[src/clock_switch_map.vh]
// constants for the clock switch and pre-divider block
`ifndef CLOCK_SWITCH_MAP_VH
`define CLOCK_SWITCH_MAP_VH

// clock configuration build options
`define CFG_DUAL 2'h0
`define CFG_SLOW_ONLY 2'h1
`define CFG_FAST_ONLY 2'h2

// pre-divider input select for the fast-only build
`define PREDIV_IN_DIV_1 2'h0
`define PREDIV_IN_DIV_4 2'h1
`define PREDIV_IN_DIV_8 2'h2
`define PREDIV_IN_DIV_16 2'h3

// switch-over hold lengths, in oscillator cycles
`define FAST_HOLD_CYCLES 4'hc
`define SLOW_HOLD_CYCLES 4'h2

// operand of the pending-clear instruction that clears the upper stages
`define PENDING_CLEAR_OPERAND 12'h100

// pre-divider geometry
`define PREDIV_STAGES 15
`define PREDIV_CLEAR_LSB 10
`define PREDIV_STAGE14_BIT 13

// apb register byte offsets
`define REG_STATUS 12'h000
`define REG_MASK 12'h004
`define REG_STATE 12'h008
`define REG_BOOST 12'h00c
`define REG_PREDIV 12'h010

// status and mask bit positions
`define ST_PREDIV_EVENT 0
`define ST_HALT_RELEASE 1
`define ST_SWITCH_DONE 2
`define ST_WIDTH 3

// state register bit positions
`define SV_FAST_SELECTED 0
`define SV_HOLDING 1
`define SV_REQUEST_FLAG 2
`define SV_START_FLAG 3
`define SV_BOOST 4
`define SV_FAST_OSC_ON 5
`define SV_SLOW_OSC_ON 6

// reset values
`define STATUS_RESET 3'h0
`define MASK_RESET 3'h0
`define BOOST_RESET_DEFAULT 1'b1

`endif

[src/predivider_counter.v]
// fifteen-stage pre-divider counter with stage-fourteen falling edge event
`timescale 1ns/10ps
`include "clock_switch_map.vh"

module predivider_counter #(
  parameter STAGES = `PREDIV_STAGES
) (
  // clock and reset
  input wire clk,
  input wire resetn,
  // control
  input wire input_fall,
  input wire clear_upper,
  // results
  output reg [STAGES-1:0] count_reg,
  output reg stage14_fall_reg
);

  reg [STAGES-1:0] count_next;
  integer i;

  //////////////////////////////////////////////////////////////////////////
  // advance on falling input edge; upper stages forced to zero on clear
  always @* begin
    count_next = count_reg;
    if (input_fall) begin
      count_next = count_reg + {{(STAGES-1){1'b0}}, 1'b1};
    end
    if (clear_upper) begin
      for (i = `PREDIV_CLEAR_LSB; i < STAGES; i = i + 1) begin
        count_next[i] = 1'b0;
      end
    end
  end

  always @(posedge clk) begin
    if (!resetn) begin
      count_reg <= {STAGES{1'b0}};
      stage14_fall_reg <= 1'b0;
    end else begin
      count_reg <= count_next;
      // a clear that drops stage fourteen also counts as its falling edge
      stage14_fall_reg <= count_reg[`PREDIV_STAGE14_BIT] &
                          ~count_next[`PREDIV_STAGE14_BIT];
    end
  end

endmodule

[src/clock_switch.v]
// clock switch, switch-over hold, pre-divider events and apb registers
`timescale 1ns/10ps
`include "clock_switch_map.vh"

module clock_switch #(
  parameter [1:0] CLOCK_CONFIG = `CFG_DUAL,
  parameter [1:0] PREDIV_INPUT_DIVIDE = `PREDIV_IN_DIV_1,
  parameter BOOST_RESET = `BOOST_RESET_DEFAULT
) (
  // clock and reset
  input wire clk,
  input wire resetn,
  // oscillator pins
  input wire slow_oscillator_clock,
  input wire fast_oscillator_clock,
  output reg slow_oscillator_enable_reg,
  output reg fast_oscillator_enable_reg,
  // processor core commands and modes
  input wire fast_instruction,
  input wire slow_instruction,
  input wire stop_instruction,
  input wire halt_mode,
  input wire stop_mode,
  input wire pending_clear_instruction,
  input wire [11:0] pending_clear_operand,
  input wire predivider_interrupt_enable,
  input wire predivider_halt_release_enable,
  input wire request_flag_clear,
  input wire start_flag_clear,
  // clocks and events to the core and peripherals
  output reg system_clock_reg,
  output reg system_clock_hold_reg,
  output reg predivider_input_clock_reg,
  output reg [`PREDIV_STAGES-1:0] predivider_taps_reg,
  output reg predivider_release_request_flag,
  output reg predivider_interrupt_request_reg,
  output reg halt_release_request_reg,
  output reg predivider_start_condition_flag,
  output reg oscillator_boost_flag,
  // apb slave
  input wire psel,
  input wire penable,
  input wire pwrite,
  input wire [11:0] paddr,
  input wire [31:0] pwdata,
  output reg pready,
  output reg [31:0] prdata,
  output reg pslverr,
  output reg irq_reg
);

  localparam [3:0] S_SLOW = 4'h1;
  localparam [3:0] S_FAST_WAIT = 4'h2;
  localparam [3:0] S_FAST = 4'h4;
  localparam [3:0] S_SLOW_WAIT = 4'h8;

  function falling;
    input prev;
    input cur;
    begin
      falling = prev & ~cur;
    end
  endfunction

  function reg_hit;
    input [11:0] addr;
    input [11:0] offset;
    begin
      reg_hit = (addr == offset);
    end
  endfunction

  wire is_dual = (CLOCK_CONFIG == `CFG_DUAL);
  wire is_fast_only = (CLOCK_CONFIG == `CFG_FAST_ONLY);

  //////////////////////////////////////////////////////////////////////////
  // pin synchronisers; edges come from the second stage and its delayed copy
  reg slow_meta_reg;
  reg slow_sync_reg;
  reg slow_prev_reg;
  reg fast_meta_reg;
  reg fast_sync_reg;
  reg fast_prev_reg;

  always @(posedge clk) begin
    if (!resetn) begin
      slow_meta_reg <= 1'b0;
      slow_sync_reg <= 1'b0;
      slow_prev_reg <= 1'b0;
      fast_meta_reg <= 1'b0;
      fast_sync_reg <= 1'b0;
      fast_prev_reg <= 1'b0;
    end else begin
      slow_meta_reg <= slow_oscillator_clock;
      slow_sync_reg <= slow_meta_reg;
      slow_prev_reg <= slow_sync_reg;
      fast_meta_reg <= fast_oscillator_clock;
      fast_sync_reg <= fast_meta_reg;
      fast_prev_reg <= fast_sync_reg;
    end
  end

  wire slow_fall = falling(slow_prev_reg, slow_sync_reg);
  wire fast_fall = falling(fast_prev_reg, fast_sync_reg);

  //////////////////////////////////////////////////////////////////////////
  // source switch state machine
  reg [3:0] state_reg;
  reg [3:0] state_next;
  reg [3:0] hold_cnt_reg;
  reg [3:0] hold_cnt_next;
  reg switch_done;
  wire to_slow = slow_instruction | halt_mode | stop_mode;

  always @* begin
    state_next = state_reg;
    hold_cnt_next = hold_cnt_reg;
    switch_done = 1'b0;
    case (state_reg)
      S_SLOW: begin
        // single builds treat the switch commands as a plain no-op
        if (is_dual && fast_instruction && !halt_mode && !stop_mode) begin
          state_next = S_FAST_WAIT;
          hold_cnt_next = 4'h0;
        end
      end
      S_FAST_WAIT: begin
        if (to_slow) begin
          state_next = S_SLOW_WAIT;
          hold_cnt_next = 4'h0;
        end else if (fast_fall) begin
          if (hold_cnt_reg == `FAST_HOLD_CYCLES - 4'h1) begin
            state_next = S_FAST;
            switch_done = 1'b1;
          end else begin
            hold_cnt_next = hold_cnt_reg + 4'h1;
          end
        end
      end
      S_FAST: begin
        if (to_slow) begin
          state_next = S_SLOW_WAIT;
          hold_cnt_next = 4'h0;
        end
      end
      S_SLOW_WAIT: begin
        if (slow_fall) begin
          if (hold_cnt_reg == `SLOW_HOLD_CYCLES - 4'h1) begin
            state_next = S_SLOW;
            switch_done = 1'b1;
          end else begin
            hold_cnt_next = hold_cnt_reg + 4'h1;
          end
        end
      end
      default: begin
        state_next = S_SLOW;
        hold_cnt_next = 4'h0;
      end
    endcase
  end

  wire holding = (state_next == S_FAST_WAIT) || (state_next == S_SLOW_WAIT);

  always @(posedge clk) begin
    if (!resetn) begin
      state_reg <= S_SLOW;
      hold_cnt_reg <= 4'h0;
      system_clock_reg <= 1'b0;
      system_clock_hold_reg <= 1'b0;
      slow_oscillator_enable_reg <= 1'b0;
      fast_oscillator_enable_reg <= 1'b0;
    end else begin
      state_reg <= state_next;
      hold_cnt_reg <= hold_cnt_next;
      system_clock_hold_reg <= holding;
      // frozen during a hold, so no clipped pulse reaches the sequencer
      if (!holding) begin
        if (is_fast_only || (is_dual && state_next == S_FAST)) begin
          system_clock_reg <= fast_sync_reg;
        end else begin
          system_clock_reg <= slow_sync_reg;
        end
      end
      slow_oscillator_enable_reg <= !is_fast_only && !stop_mode;
      if (is_fast_only) begin
        fast_oscillator_enable_reg <= !stop_mode;
      end else begin
        fast_oscillator_enable_reg <= is_dual && !to_slow &&
          (state_next == S_FAST_WAIT || state_next == S_FAST);
      end
    end
  end

  //////////////////////////////////////////////////////////////////////////
  // pre-divider input clock: slow clock except in the fast-only build
  reg [2:0] fast_div_reg;

  always @(posedge clk) begin
    if (!resetn) begin
      fast_div_reg <= 3'h0;
      predivider_input_clock_reg <= 1'b0;
    end else begin
      if (fast_fall) begin
        fast_div_reg <= fast_div_reg + 3'h1;
      end
      if (!is_fast_only) begin
        predivider_input_clock_reg <= slow_sync_reg;
      end else begin
        case (PREDIV_INPUT_DIVIDE)
          `PREDIV_IN_DIV_1: predivider_input_clock_reg <= fast_sync_reg;
          `PREDIV_IN_DIV_4: predivider_input_clock_reg <= fast_div_reg[1];
          `PREDIV_IN_DIV_8: predivider_input_clock_reg <= fast_div_reg[2];
          default: predivider_input_clock_reg <= fast_div_reg[2] ^ fast_div_reg[0] ?
            predivider_input_clock_reg : predivider_input_clock_reg ^
            (fast_fall & (&fast_div_reg));
        endcase
      end
    end
  end

  reg input_prev_reg;

  always @(posedge clk) begin
    if (!resetn) begin
      input_prev_reg <= 1'b0;
    end else begin
      input_prev_reg <= predivider_input_clock_reg;
    end
  end

  wire [`PREDIV_STAGES-1:0] count_w;
  wire stage14_fall_w;
  wire clear_upper = pending_clear_instruction &&
                     (pending_clear_operand == `PENDING_CLEAR_OPERAND);

  predivider_counter #(
    .STAGES(`PREDIV_STAGES)
  ) predivider_counter_i (
    .clk(clk),
    .resetn(resetn),
    .input_fall(falling(input_prev_reg, predivider_input_clock_reg)),
    .clear_upper(clear_upper),
    .count_reg(count_w),
    .stage14_fall_reg(stage14_fall_w)
  );

  //////////////////////////////////////////////////////////////////////////
  // request flag, interrupt, halt release and start condition
  always @(posedge clk) begin
    if (!resetn) begin
      predivider_taps_reg <= {`PREDIV_STAGES{1'b0}};
      predivider_release_request_flag <= 1'b0;
      predivider_interrupt_request_reg <= 1'b0;
      halt_release_request_reg <= 1'b0;
      predivider_start_condition_flag <= 1'b0;
    end else begin
      predivider_taps_reg <= count_w;
      // an edge in the clearing cycle still leaves the flag set
      if (stage14_fall_w) begin
        predivider_release_request_flag <= 1'b1;
      end else if (request_flag_clear) begin
        predivider_release_request_flag <= 1'b0;
      end
      predivider_interrupt_request_reg <= stage14_fall_w &&
                                          predivider_interrupt_enable;
      halt_release_request_reg <= stage14_fall_w &&
                                  predivider_halt_release_enable;
      if (stage14_fall_w && predivider_halt_release_enable) begin
        predivider_start_condition_flag <= 1'b1;
      end else if (start_flag_clear) begin
        predivider_start_condition_flag <= 1'b0;
      end
    end
  end

  //////////////////////////////////////////////////////////////////////////
  // apb slave: no wait state, answer in the first access-phase cycle
  wire setup_phase = psel && !penable;
  wire access_done = psel && penable && pready;
  wire wr_en = access_done && pwrite;
  wire mapped = reg_hit(paddr, `REG_STATUS) || reg_hit(paddr, `REG_MASK) ||
                reg_hit(paddr, `REG_STATE) || reg_hit(paddr, `REG_BOOST) ||
                reg_hit(paddr, `REG_PREDIV);

  reg [`ST_WIDTH-1:0] status_reg;
  reg [`ST_WIDTH-1:0] status_next;
  reg [`ST_WIDTH-1:0] mask_reg;
  reg [`ST_WIDTH-1:0] events;
  reg [31:0] read_value;

  always @* begin
    events = {`ST_WIDTH{1'b0}};
    events[`ST_PREDIV_EVENT] = stage14_fall_w;
    events[`ST_HALT_RELEASE] = stage14_fall_w && predivider_halt_release_enable;
    events[`ST_SWITCH_DONE] = switch_done;
    status_next = status_reg;
    if (wr_en && reg_hit(paddr, `REG_STATUS)) begin
      status_next = status_reg & ~pwdata[`ST_WIDTH-1:0];
    end
    status_next = status_next | events;
  end

  always @* begin
    read_value = 32'h0000_0000;
    if (reg_hit(paddr, `REG_STATUS)) begin
      read_value[`ST_WIDTH-1:0] = status_reg;
    end else if (reg_hit(paddr, `REG_MASK)) begin
      read_value[`ST_WIDTH-1:0] = mask_reg;
    end else if (reg_hit(paddr, `REG_STATE)) begin
      read_value[`SV_FAST_SELECTED] = (state_reg == S_FAST);
      read_value[`SV_HOLDING] = system_clock_hold_reg;
      read_value[`SV_REQUEST_FLAG] = predivider_release_request_flag;
      read_value[`SV_START_FLAG] = predivider_start_condition_flag;
      read_value[`SV_BOOST] = oscillator_boost_flag;
      read_value[`SV_FAST_OSC_ON] = fast_oscillator_enable_reg;
      read_value[`SV_SLOW_OSC_ON] = slow_oscillator_enable_reg;
    end else if (reg_hit(paddr, `REG_BOOST)) begin
      read_value[0] = oscillator_boost_flag;
    end else if (reg_hit(paddr, `REG_PREDIV)) begin
      read_value[`PREDIV_STAGES-1:0] = predivider_taps_reg;
    end
  end

  always @(posedge clk) begin
    if (!resetn) begin
      pready <= 1'b0;
      prdata <= 32'h0000_0000;
      pslverr <= 1'b0;
      status_reg <= `STATUS_RESET;
      mask_reg <= `MASK_RESET;
      oscillator_boost_flag <= BOOST_RESET;
      irq_reg <= 1'b0;
    end else begin
      pready <= setup_phase;
      pslverr <= setup_phase && !mapped;
      prdata <= (setup_phase && !pwrite) ? read_value : 32'h0000_0000;
      status_reg <= status_next;
      if (wr_en && reg_hit(paddr, `REG_MASK)) begin
        mask_reg <= pwdata[`ST_WIDTH-1:0];
      end
      // restart at high drive wins over a software write in the same cycle
      if (!is_dual && stop_instruction) begin
        oscillator_boost_flag <= 1'b1;
      end else if (wr_en && reg_hit(paddr, `REG_BOOST)) begin
        oscillator_boost_flag <= pwdata[0];
      end
      irq_reg <= |(status_next & mask_reg);
    end
  end

endmodule

[config.mk]
export PLATFORM = sky130hd
export DESIGN_NAME = clock_switch
export DESIGN_NICKNAME = d
export VERILOG_FILES = /design/src/predivider_counter.v /design/src/clock_switch.v
export VERILOG_INCLUDE_DIRS = /design/src
export SDC_FILE = /design/constraint.sdc
export NUM_CORES = 1
export LEC_CHECK = 0
export ABC_AREA = 1
export BUFFER_PORTS_ARGS = -buffer_cell sky130_fd_sc_hd__buf_2
export CORE_ASPECT_RATIO = 1.75
export CORE_MARGIN = 5
export CORE_UTILIZATION = 30
export CTS_CLUSTER_DIAMETER = 30
export DETAILED_ROUTE_END_ITERATION = 10
export PLACE_DENSITY_LB_ADDON = 0.15
export SYNTH_ARGS = -nofsm -noshare
export SYNTH_HDL_FRONTEND = slang
export SYNTH_SLANG_ARGS = --single-unit
[constraint.sdc]
create_clock -name clk -period 1.45 [get_ports clk]
set_input_delay 0 -clock clk [delete_from_list [all_inputs] [get_ports clk]]
set_output_delay 0 -clock clk [all_outputs]
set_load 0.03 [all_outputs]
==> impl_results.md, run 1 <==
- Status: finished, final reports clean
- Final Slew Violations: 0
- RSZ-0062 raised after global routing: yes
- Fin cells: 764
- Setup TNS: 0 ns
- Post-Syn Area per Cell: 7.75 um2
- # fillers: 1276
- Max clock buf depth: 2
- Layout cell share with drive strength beyond 1: 0.349
- CP Max Fanout: 5
- WL final: 9200 um
- Placed wire-length estimate: 7370 um
- Final setup fails: 0
- CP Class: flip-flop to flip-flop
- Top cell type's share of synthesized area: 0.432
- Synth area leader: dfxtp_1
- Synth warn: 0
- Met1 WL: 3420 um
- Lkg Pwr: 2.33 nW
- DRC violations left: 0
- CTS Sinks: 79
- Top_reg_cell synth: dfxtp_1
- Pwr per Cell Area: 973 nW/um2
- Highest metal used: met4
- Synth cell count leaders: 94 x nand2_1, 79 x dfxtp_1, 66 x inv_1, 37 x nor2_1, 36 x nand3_1
- CP top delay family: simple AND/OR/NAND/NOR gates
- DR WL met3: 573 um
- I/O pin count: 133
- Number of buffers created by CTS: 9
- Seq. cell area: 1600 um2
- Routed len/inst: 12.0 um
- CP Launch Type: flip-flop
- Max Fclk: 719 MHz
- Largest net degree at the start of global routing: 28
- First-pass GRT wire length: 14700 um
- Crit path DAT: 1.64 ns
- ANT cells: 0
- Die W: 93.5 um
- Syn Inst Count: 473
- Seq/Total Area, Yosys: 0.432
- Final Util: 0.406
- Clock Pin Slew Worst Setup and Hold Paths: 0.06 ns
- Place WS: -0.0354 ns
- Crit share post-route: 0.959
- Critical path, cell by cell: nand2_2, nor2_2, nand4_1, nor3_2, nand4_1, a21oi_2
- Final worst path period need: 1.39 ns
- Core ar.: 12000 um2
- Min-delay worst type: input port to flip-flop
- Via/cell ratio: 4.30
- WL met2: 4810 um
- Synth unique cells: 44
- Max-Cap Viols: 0
- Initial antenna violation count: 0
- CP Capture Type: flip-flop
- Clock Skew: 0.00828 ns
- GR Util All Layers: 0.127
- Synth area leaders: dfxtp_1 43%, nand2_1 9.6%, inv_1 6.8%
- Async SR Flop Fraction: 0
- Hold Vio Cnt, Final: 0
- Antenna-violating nets left: 0
- DR pass1 iterations: 4
- Worst skew pair latency: 0.33 ns
- GRT overflow: 0
- CP dominant cell by count: nand4_1
- Area growth syn-to-layout: 33.0%
- H-tree levels: 3
- Multi-input logic area: 1780 um2
- Maximum VDD drop: 0.000484 V
- Root buf cell: clkbuf_16
- Die area: 14600 um2
- Worst path slowest cell: dfxtp_4
- Synth Register Bits: 79
- Vias in the first global route: 3183
- Die height: 156 um
- Setup ws final: 0.0590 ns
- CTS tree: built
- Initial DRC count: 113
- Post-Syn Area: 3660 um2
- Count leader, synth: nand2_1
- Routability cong.: 0.883
- Starting Density: 0.305
- Nets: 670
- Worst Path Required: 1.70 ns
- Row cnt: 53
- I/O Buffers: 85
- Via Count: 3288
- Number of synthesized flops with an enable pin: 0
- Max incr delay on CP: 0.37 ns
- Placed insts: 732
- Buf+Inv Stages, Crit Path: 0
-- metal layers --
metal,global-route usage,vias to the layer above
li1,-,1711
met1,0.130,1459
met2,0.230,97
met3,0.0285,21
met4,0.0799,0
met5,0,-
-- power breakdown --
part | switching (mW) | internal (mW)
combinational | 0.245 | 0.137
sequential | 0.0188 | 2.19
clock | 0.919 | 1.23
-- through the flow --
stage / area, um2 / hold slack, ns / total power [mW]
floorplan: 3720 / 0.0724 / 2.52
global placement: 4320 / 0.185 / 2.60
detailed placement: 4320 / 0.188 / 2.60
CTS: 4720 / 0.00793 / 4.81
global route: 4870 / 0.0193 / 4.98
finish: 4870 / 0.00746 / 4.74
-- cells in the final DEF, fill, tap and decap left out, types with 3 or more instances in the layout --
master         synthesis  final
nor3_1                 8      8
inv_2                 11     13
buf_4                 18     20
conb_1                 1     17
nand2_1               94     91
nor2_1                37     34
dlygate4sd3_1          0     10
dfxtp_2                0      9
nand3_2                3      4
a21oi_1               24     21
buf_2                  1     85
nand2_2                7     10
inv_1                 66     64
o21ai_1                2      4
nor2_2                 7      9
nand4_1               13     13
dfxtp_1               79     68
nor3b_2                8      9
a21oi_2                0      3
nand3_1               36     34
clkbuf_16              0      9
nor3_2                 3      3
o21ai_0               12     10
nor2_4                 5      6
-- path summary, 6_finish.rpt --
path,start,endpoint,slack (ns),cells after the start
setup / recovery,predivider_counter_i.count_reg[2],predivider_counter_i.stage14_fall_reg,0.06,6
hold / removal,halt_mode,state_reg[0],0.007,3
setup reg to reg,predivider_counter_i.count_reg[2],predivider_counter_i.stage14_fall_reg,0.06,6
hold reg to reg,slow_meta_reg,slow_sync_reg,0.40,2
-- tightest hold or removal path, delay by kind of cell --
family                 cells  cell delay [ns]
AO/OA/AOI/OAI              1             0.16
buffers and inverters      1             0.10
AND/OR/NAND/NOR            1             0.05
-- final cells by class --
class / count / share of cell area
multi-input combinational: 309 / 0.364
sequential: 79 / 0.328
timing repair buffer: 117 / 0.145
inverter: 78 / 0.0601
clock buffer: 10 / 0.0490
tap: 165 / 0.0424
clock inverter: 6 / 0.0108
-- logic make-up after synthesis --
group                    after synthesis  synth area share
flip-flops                            79             0.432
AND/OR/NAND/NOR                      236             0.344
adder cells (fa/ha/maj)                3            0.0102
other                                  1           0.00102
AO/OA/AOI/OAI                         49            0.0810
XOR/XNOR                               4           0.00956
buffers and inverters                101             0.122
-- repair_timing --
item                       CTS  global route
buffers inserted             1             5
pin swaps                    1            17
hold buffers                10             0
setup endpoints to repair    4            17
resized for setup            2            34
hold endpoints to repair     9             0
(Power assumes the default switching activity.)
==> run 2, diff against run 1 <==
PLACE_DENSITY_LB_ADDON = unset   (was 0.15)
SETUP_SLACK_MARGIN = 0.1   (was unset)
==> run 2 against run 1 <==
Net effect:
- worst hold slack better by 0.027 ns
- die area stayed put
- critical path depth is 3 higher
- via count is 2.6% higher
- clock power hardly changed
- clock skew is 0.0018 ns lower
- sequential share of layout area is 0.40 points lower
- cell area is 1.5% higher
- worst setup slack better by 0.019 ns
- sequential power hardly changed
- fmax is 1.4% higher
- combinational power is 5.2% higher
- largest power group unchanged
==> impl_results.md, run 2 (synthesis gave the netlist of run 1 again) <==
- CP Max Fanout: 5 (unchanged)
- Min-delay worst type: input port to flip-flop (unchanged)
- Status: finished, final reports clean (unchanged)
- Path depth of the worst reg2reg path: 9 (was 6)
- DRC violations left: 0 (unchanged)
- Vias in the first global route: 3283 (was 3183)
- Core ar.: 12000 um2 (unchanged)
- First-pass GRT wire length: 15300 um (was 14700 um)
- Routability cong.: 0.937 (was 0.883)
- Max Fclk: 729 MHz (was 719 MHz)
- CP Class: flip-flop to flip-flop (unchanged)
- Pwr per Cell Area: 968 nW/um2 (was 973 nW/um2)
- Antenna-violating nets left: 0 (unchanged)
- RSZ-0062 raised after global routing: yes (unchanged)
- Max-Cap Viols: 0 (unchanged)
- Number of buffers created by CTS: 9 (unchanged)
- Placed insts: 730 (was 732)
- Worst slew pin tran: 0.603 ns
- GR Util All Layers: 0.136 (was 0.127)
- Final Slew Violations: 0 (unchanged)
- Clock Pin Slew Worst Setup and Hold Paths: 0.06 ns (about the same)
- CTS Sinks: 79 (unchanged)
- Hold path startpoint: paddr[3] (was halt_mode)
- Max clock buf depth: 2 (unchanged)
- Worst Path Required: 1.67 ns (was 1.70 ns)
- Nets: 670 (unchanged)
- Final worst path period need: 1.37 ns (was 1.39 ns)
- Commonest cells after routing, fill and taps aside: 90 x nand2_1, 85 x buf_2, 68 x dfxtp_1 (was 91 x nand2_1, 85 x buf_2, 68 x dfxtp_1)
- Most common cell after layout, fill and taps aside: nand2_1 (unchanged)
- Hold path depth: 3 (unchanged)
- CTS tree: built (unchanged)
- R2R Path Start: predivider_counter_i.count_reg[1] (was predivider_counter_i.count_reg[2])
- Die area: 14600 um2 (unchanged)
- I/O pin count: 133 (unchanged)
- Crit share post-route: 0.946 (was 0.959)
- Area growth syn-to-layout: 35.1% (was 33.0%)
- Placed wire-length estimate: 7630 um (was 7370 um)
- Maximum VDD drop: 0.000574 V (was 0.000484 V)
- Routed len/inst: 12.8 um (was 12.0 um)
- Via Count: 3375 (was 3288)
- Setup TNS: 0 ns (unchanged)
- ANT cells: 0 (unchanged)
- Clock Skew: 0.00648 ns (was 0.00828 ns)
- Row cnt: 53 (unchanged)
- Initial DRC count: 95 (was 113)
- Worst skew pair latency: 0.33 ns (about the same)
- Die height: 156 um (unchanged)
- Initial antenna violation count: 0 (unchanged)
- WL final: 9760 um (was 9200 um)
- Largest net degree at the start of global routing: 25 (was 28)
- GRT overflow: 0 (unchanged)
- # fillers: 1220 (was 1276)
- Die W: 93.5 um (unchanged)
- Slew Limit Headroom: 0.597
- Fin cells: 763 (was 764)
- Hold Vio Cnt, Final: 0 (unchanged)
- Starting Density: 0.305 (unchanged)
- CP Capture Type: flip-flop (unchanged)
- Final setup fails: 0 (unchanged)
- Reg-to-reg setup timing slack: 0.08 ns (was 0.06 ns)
- H-tree levels: 3 (unchanged)
- CP Launch Type: flip-flop (unchanged)
- Crit path DAT: 1.59 ns (was 1.64 ns)
- DR pass1 iterations: 4 (unchanged)
- Reg2reg end: predivider_counter_i.count_reg[12] (was predivider_counter_i.stage14_fall_reg)
- Lkg Pwr: 2.34 nW (was 2.33 nW)
- Via/cell ratio: 4.42 (was 4.30)
- Root buf cell: clkbuf_16 (unchanged)
- Layout cell share with drive strength beyond 1: 0.356 (was 0.349)
- Hold Path Sink: oscillator_boost_flag (was state_reg[0])
- Total power: 4.79 mW (was 4.74 mW)
- I/O Buffers: 85 (unchanged)
## run 2: critical path: stages, from the launching register on
cell     delay, ns
dfxtp_2       0.36
ha_4          0.14
inv_2         0.04
nor2_4        0.10
nand2_2       0.08
nor3_4        0.23
buf_4         0.18
nand2_2       0.04
nand2_1       0.05
a21oi_1       0.05
## run 2: power by group
| group | switching (mW) | total, mW | leakage, nW | internal [mW] |
|---|---|---|---|---|
| Combinational | 0.256 | 0.402 | 1.55 | 0.147 |
| Clock | 0.842 | 2.17 | 0.143 | 1.33 |
| Sequential | 0.0257 | 2.22 | 0.644 | 2.19 |
## run 2: stage by stage
| stage | util | setup slack [ns] | cell area (um2) | hold WS (ns) |
|---|---|---|---|---|
| after floorplan | - | 0.102 | 3730 | 0.0724 |
| after global placement | 0.360 | 0.0309 | 4320 | 0.193 |
| after detailed placement | 0.360 | -0.0241 | 4320 | 0.183 |
| after CTS | 0.400 | 0.0536 | 4800 | 0.0201 |
| after global routing | 0.412 | -0.0177 | 4950 | 0.0484 |
| final | 0.412 | 0.0780 | 4950 | 0.0349 |
## run 2: how the worst max path moves through the flow
stage	to	cells past startpoint	slack [ns]	from
after floorplan	system_clock_reg	8	0.10	hold_cnt_reg[0]
after global placement	hold_cnt_reg[0]	6	0.03	state_reg[2]
after detailed placement	hold_cnt_reg[0]	6	-0.02	state_reg[2]
after CTS	predivider_counter_i.count_reg[14]	9	0.05	predivider_counter_i.count_reg[1]
after global routing	predivider_counter_i.count_reg[13]	8	-0.02	predivider_counter_i.count_reg[0]
final	predivider_counter_i.count_reg[12]	9	0.08	predivider_counter_i.count_reg[1]
## run 2: layer usage
metal / up-vias / GRT usage / routed length, um
met5: - / 0 / 0
met4: 0 / 0.0792 / 316
met3: 25 / 0.0338 / 684
met2: 112 / 0.257 / 5260
met1: 1529 / 0.128 / 3500
li1: 1709 / - / -
## run 2: final cells by class
type                    instances  area, um2  share of cell area
multi-input cells             309       1850               0.375
flip-flops and latches         79       1610               0.324
repair buffers                117        697               0.141
inverters                      78        298              0.0602
clock buffers                  10        229              0.0463
well taps                     165        206              0.0417
clock inverters                 5       58.8              0.0119
## run 2: what timing repair did
| item | in CTS | in global routing |
|---|---|---|
| cloned | 0 | 0 |
| endpoints found under the hold margin | 11 | 0 |
| hold buffers | 11 | 0 |
| gates resized for setup | 19 | 33 |
| pin swaps | 10 | 11 |
| buffers inserted | 4 | 3 |
| setup endpoints to repair | 12 | 18 |
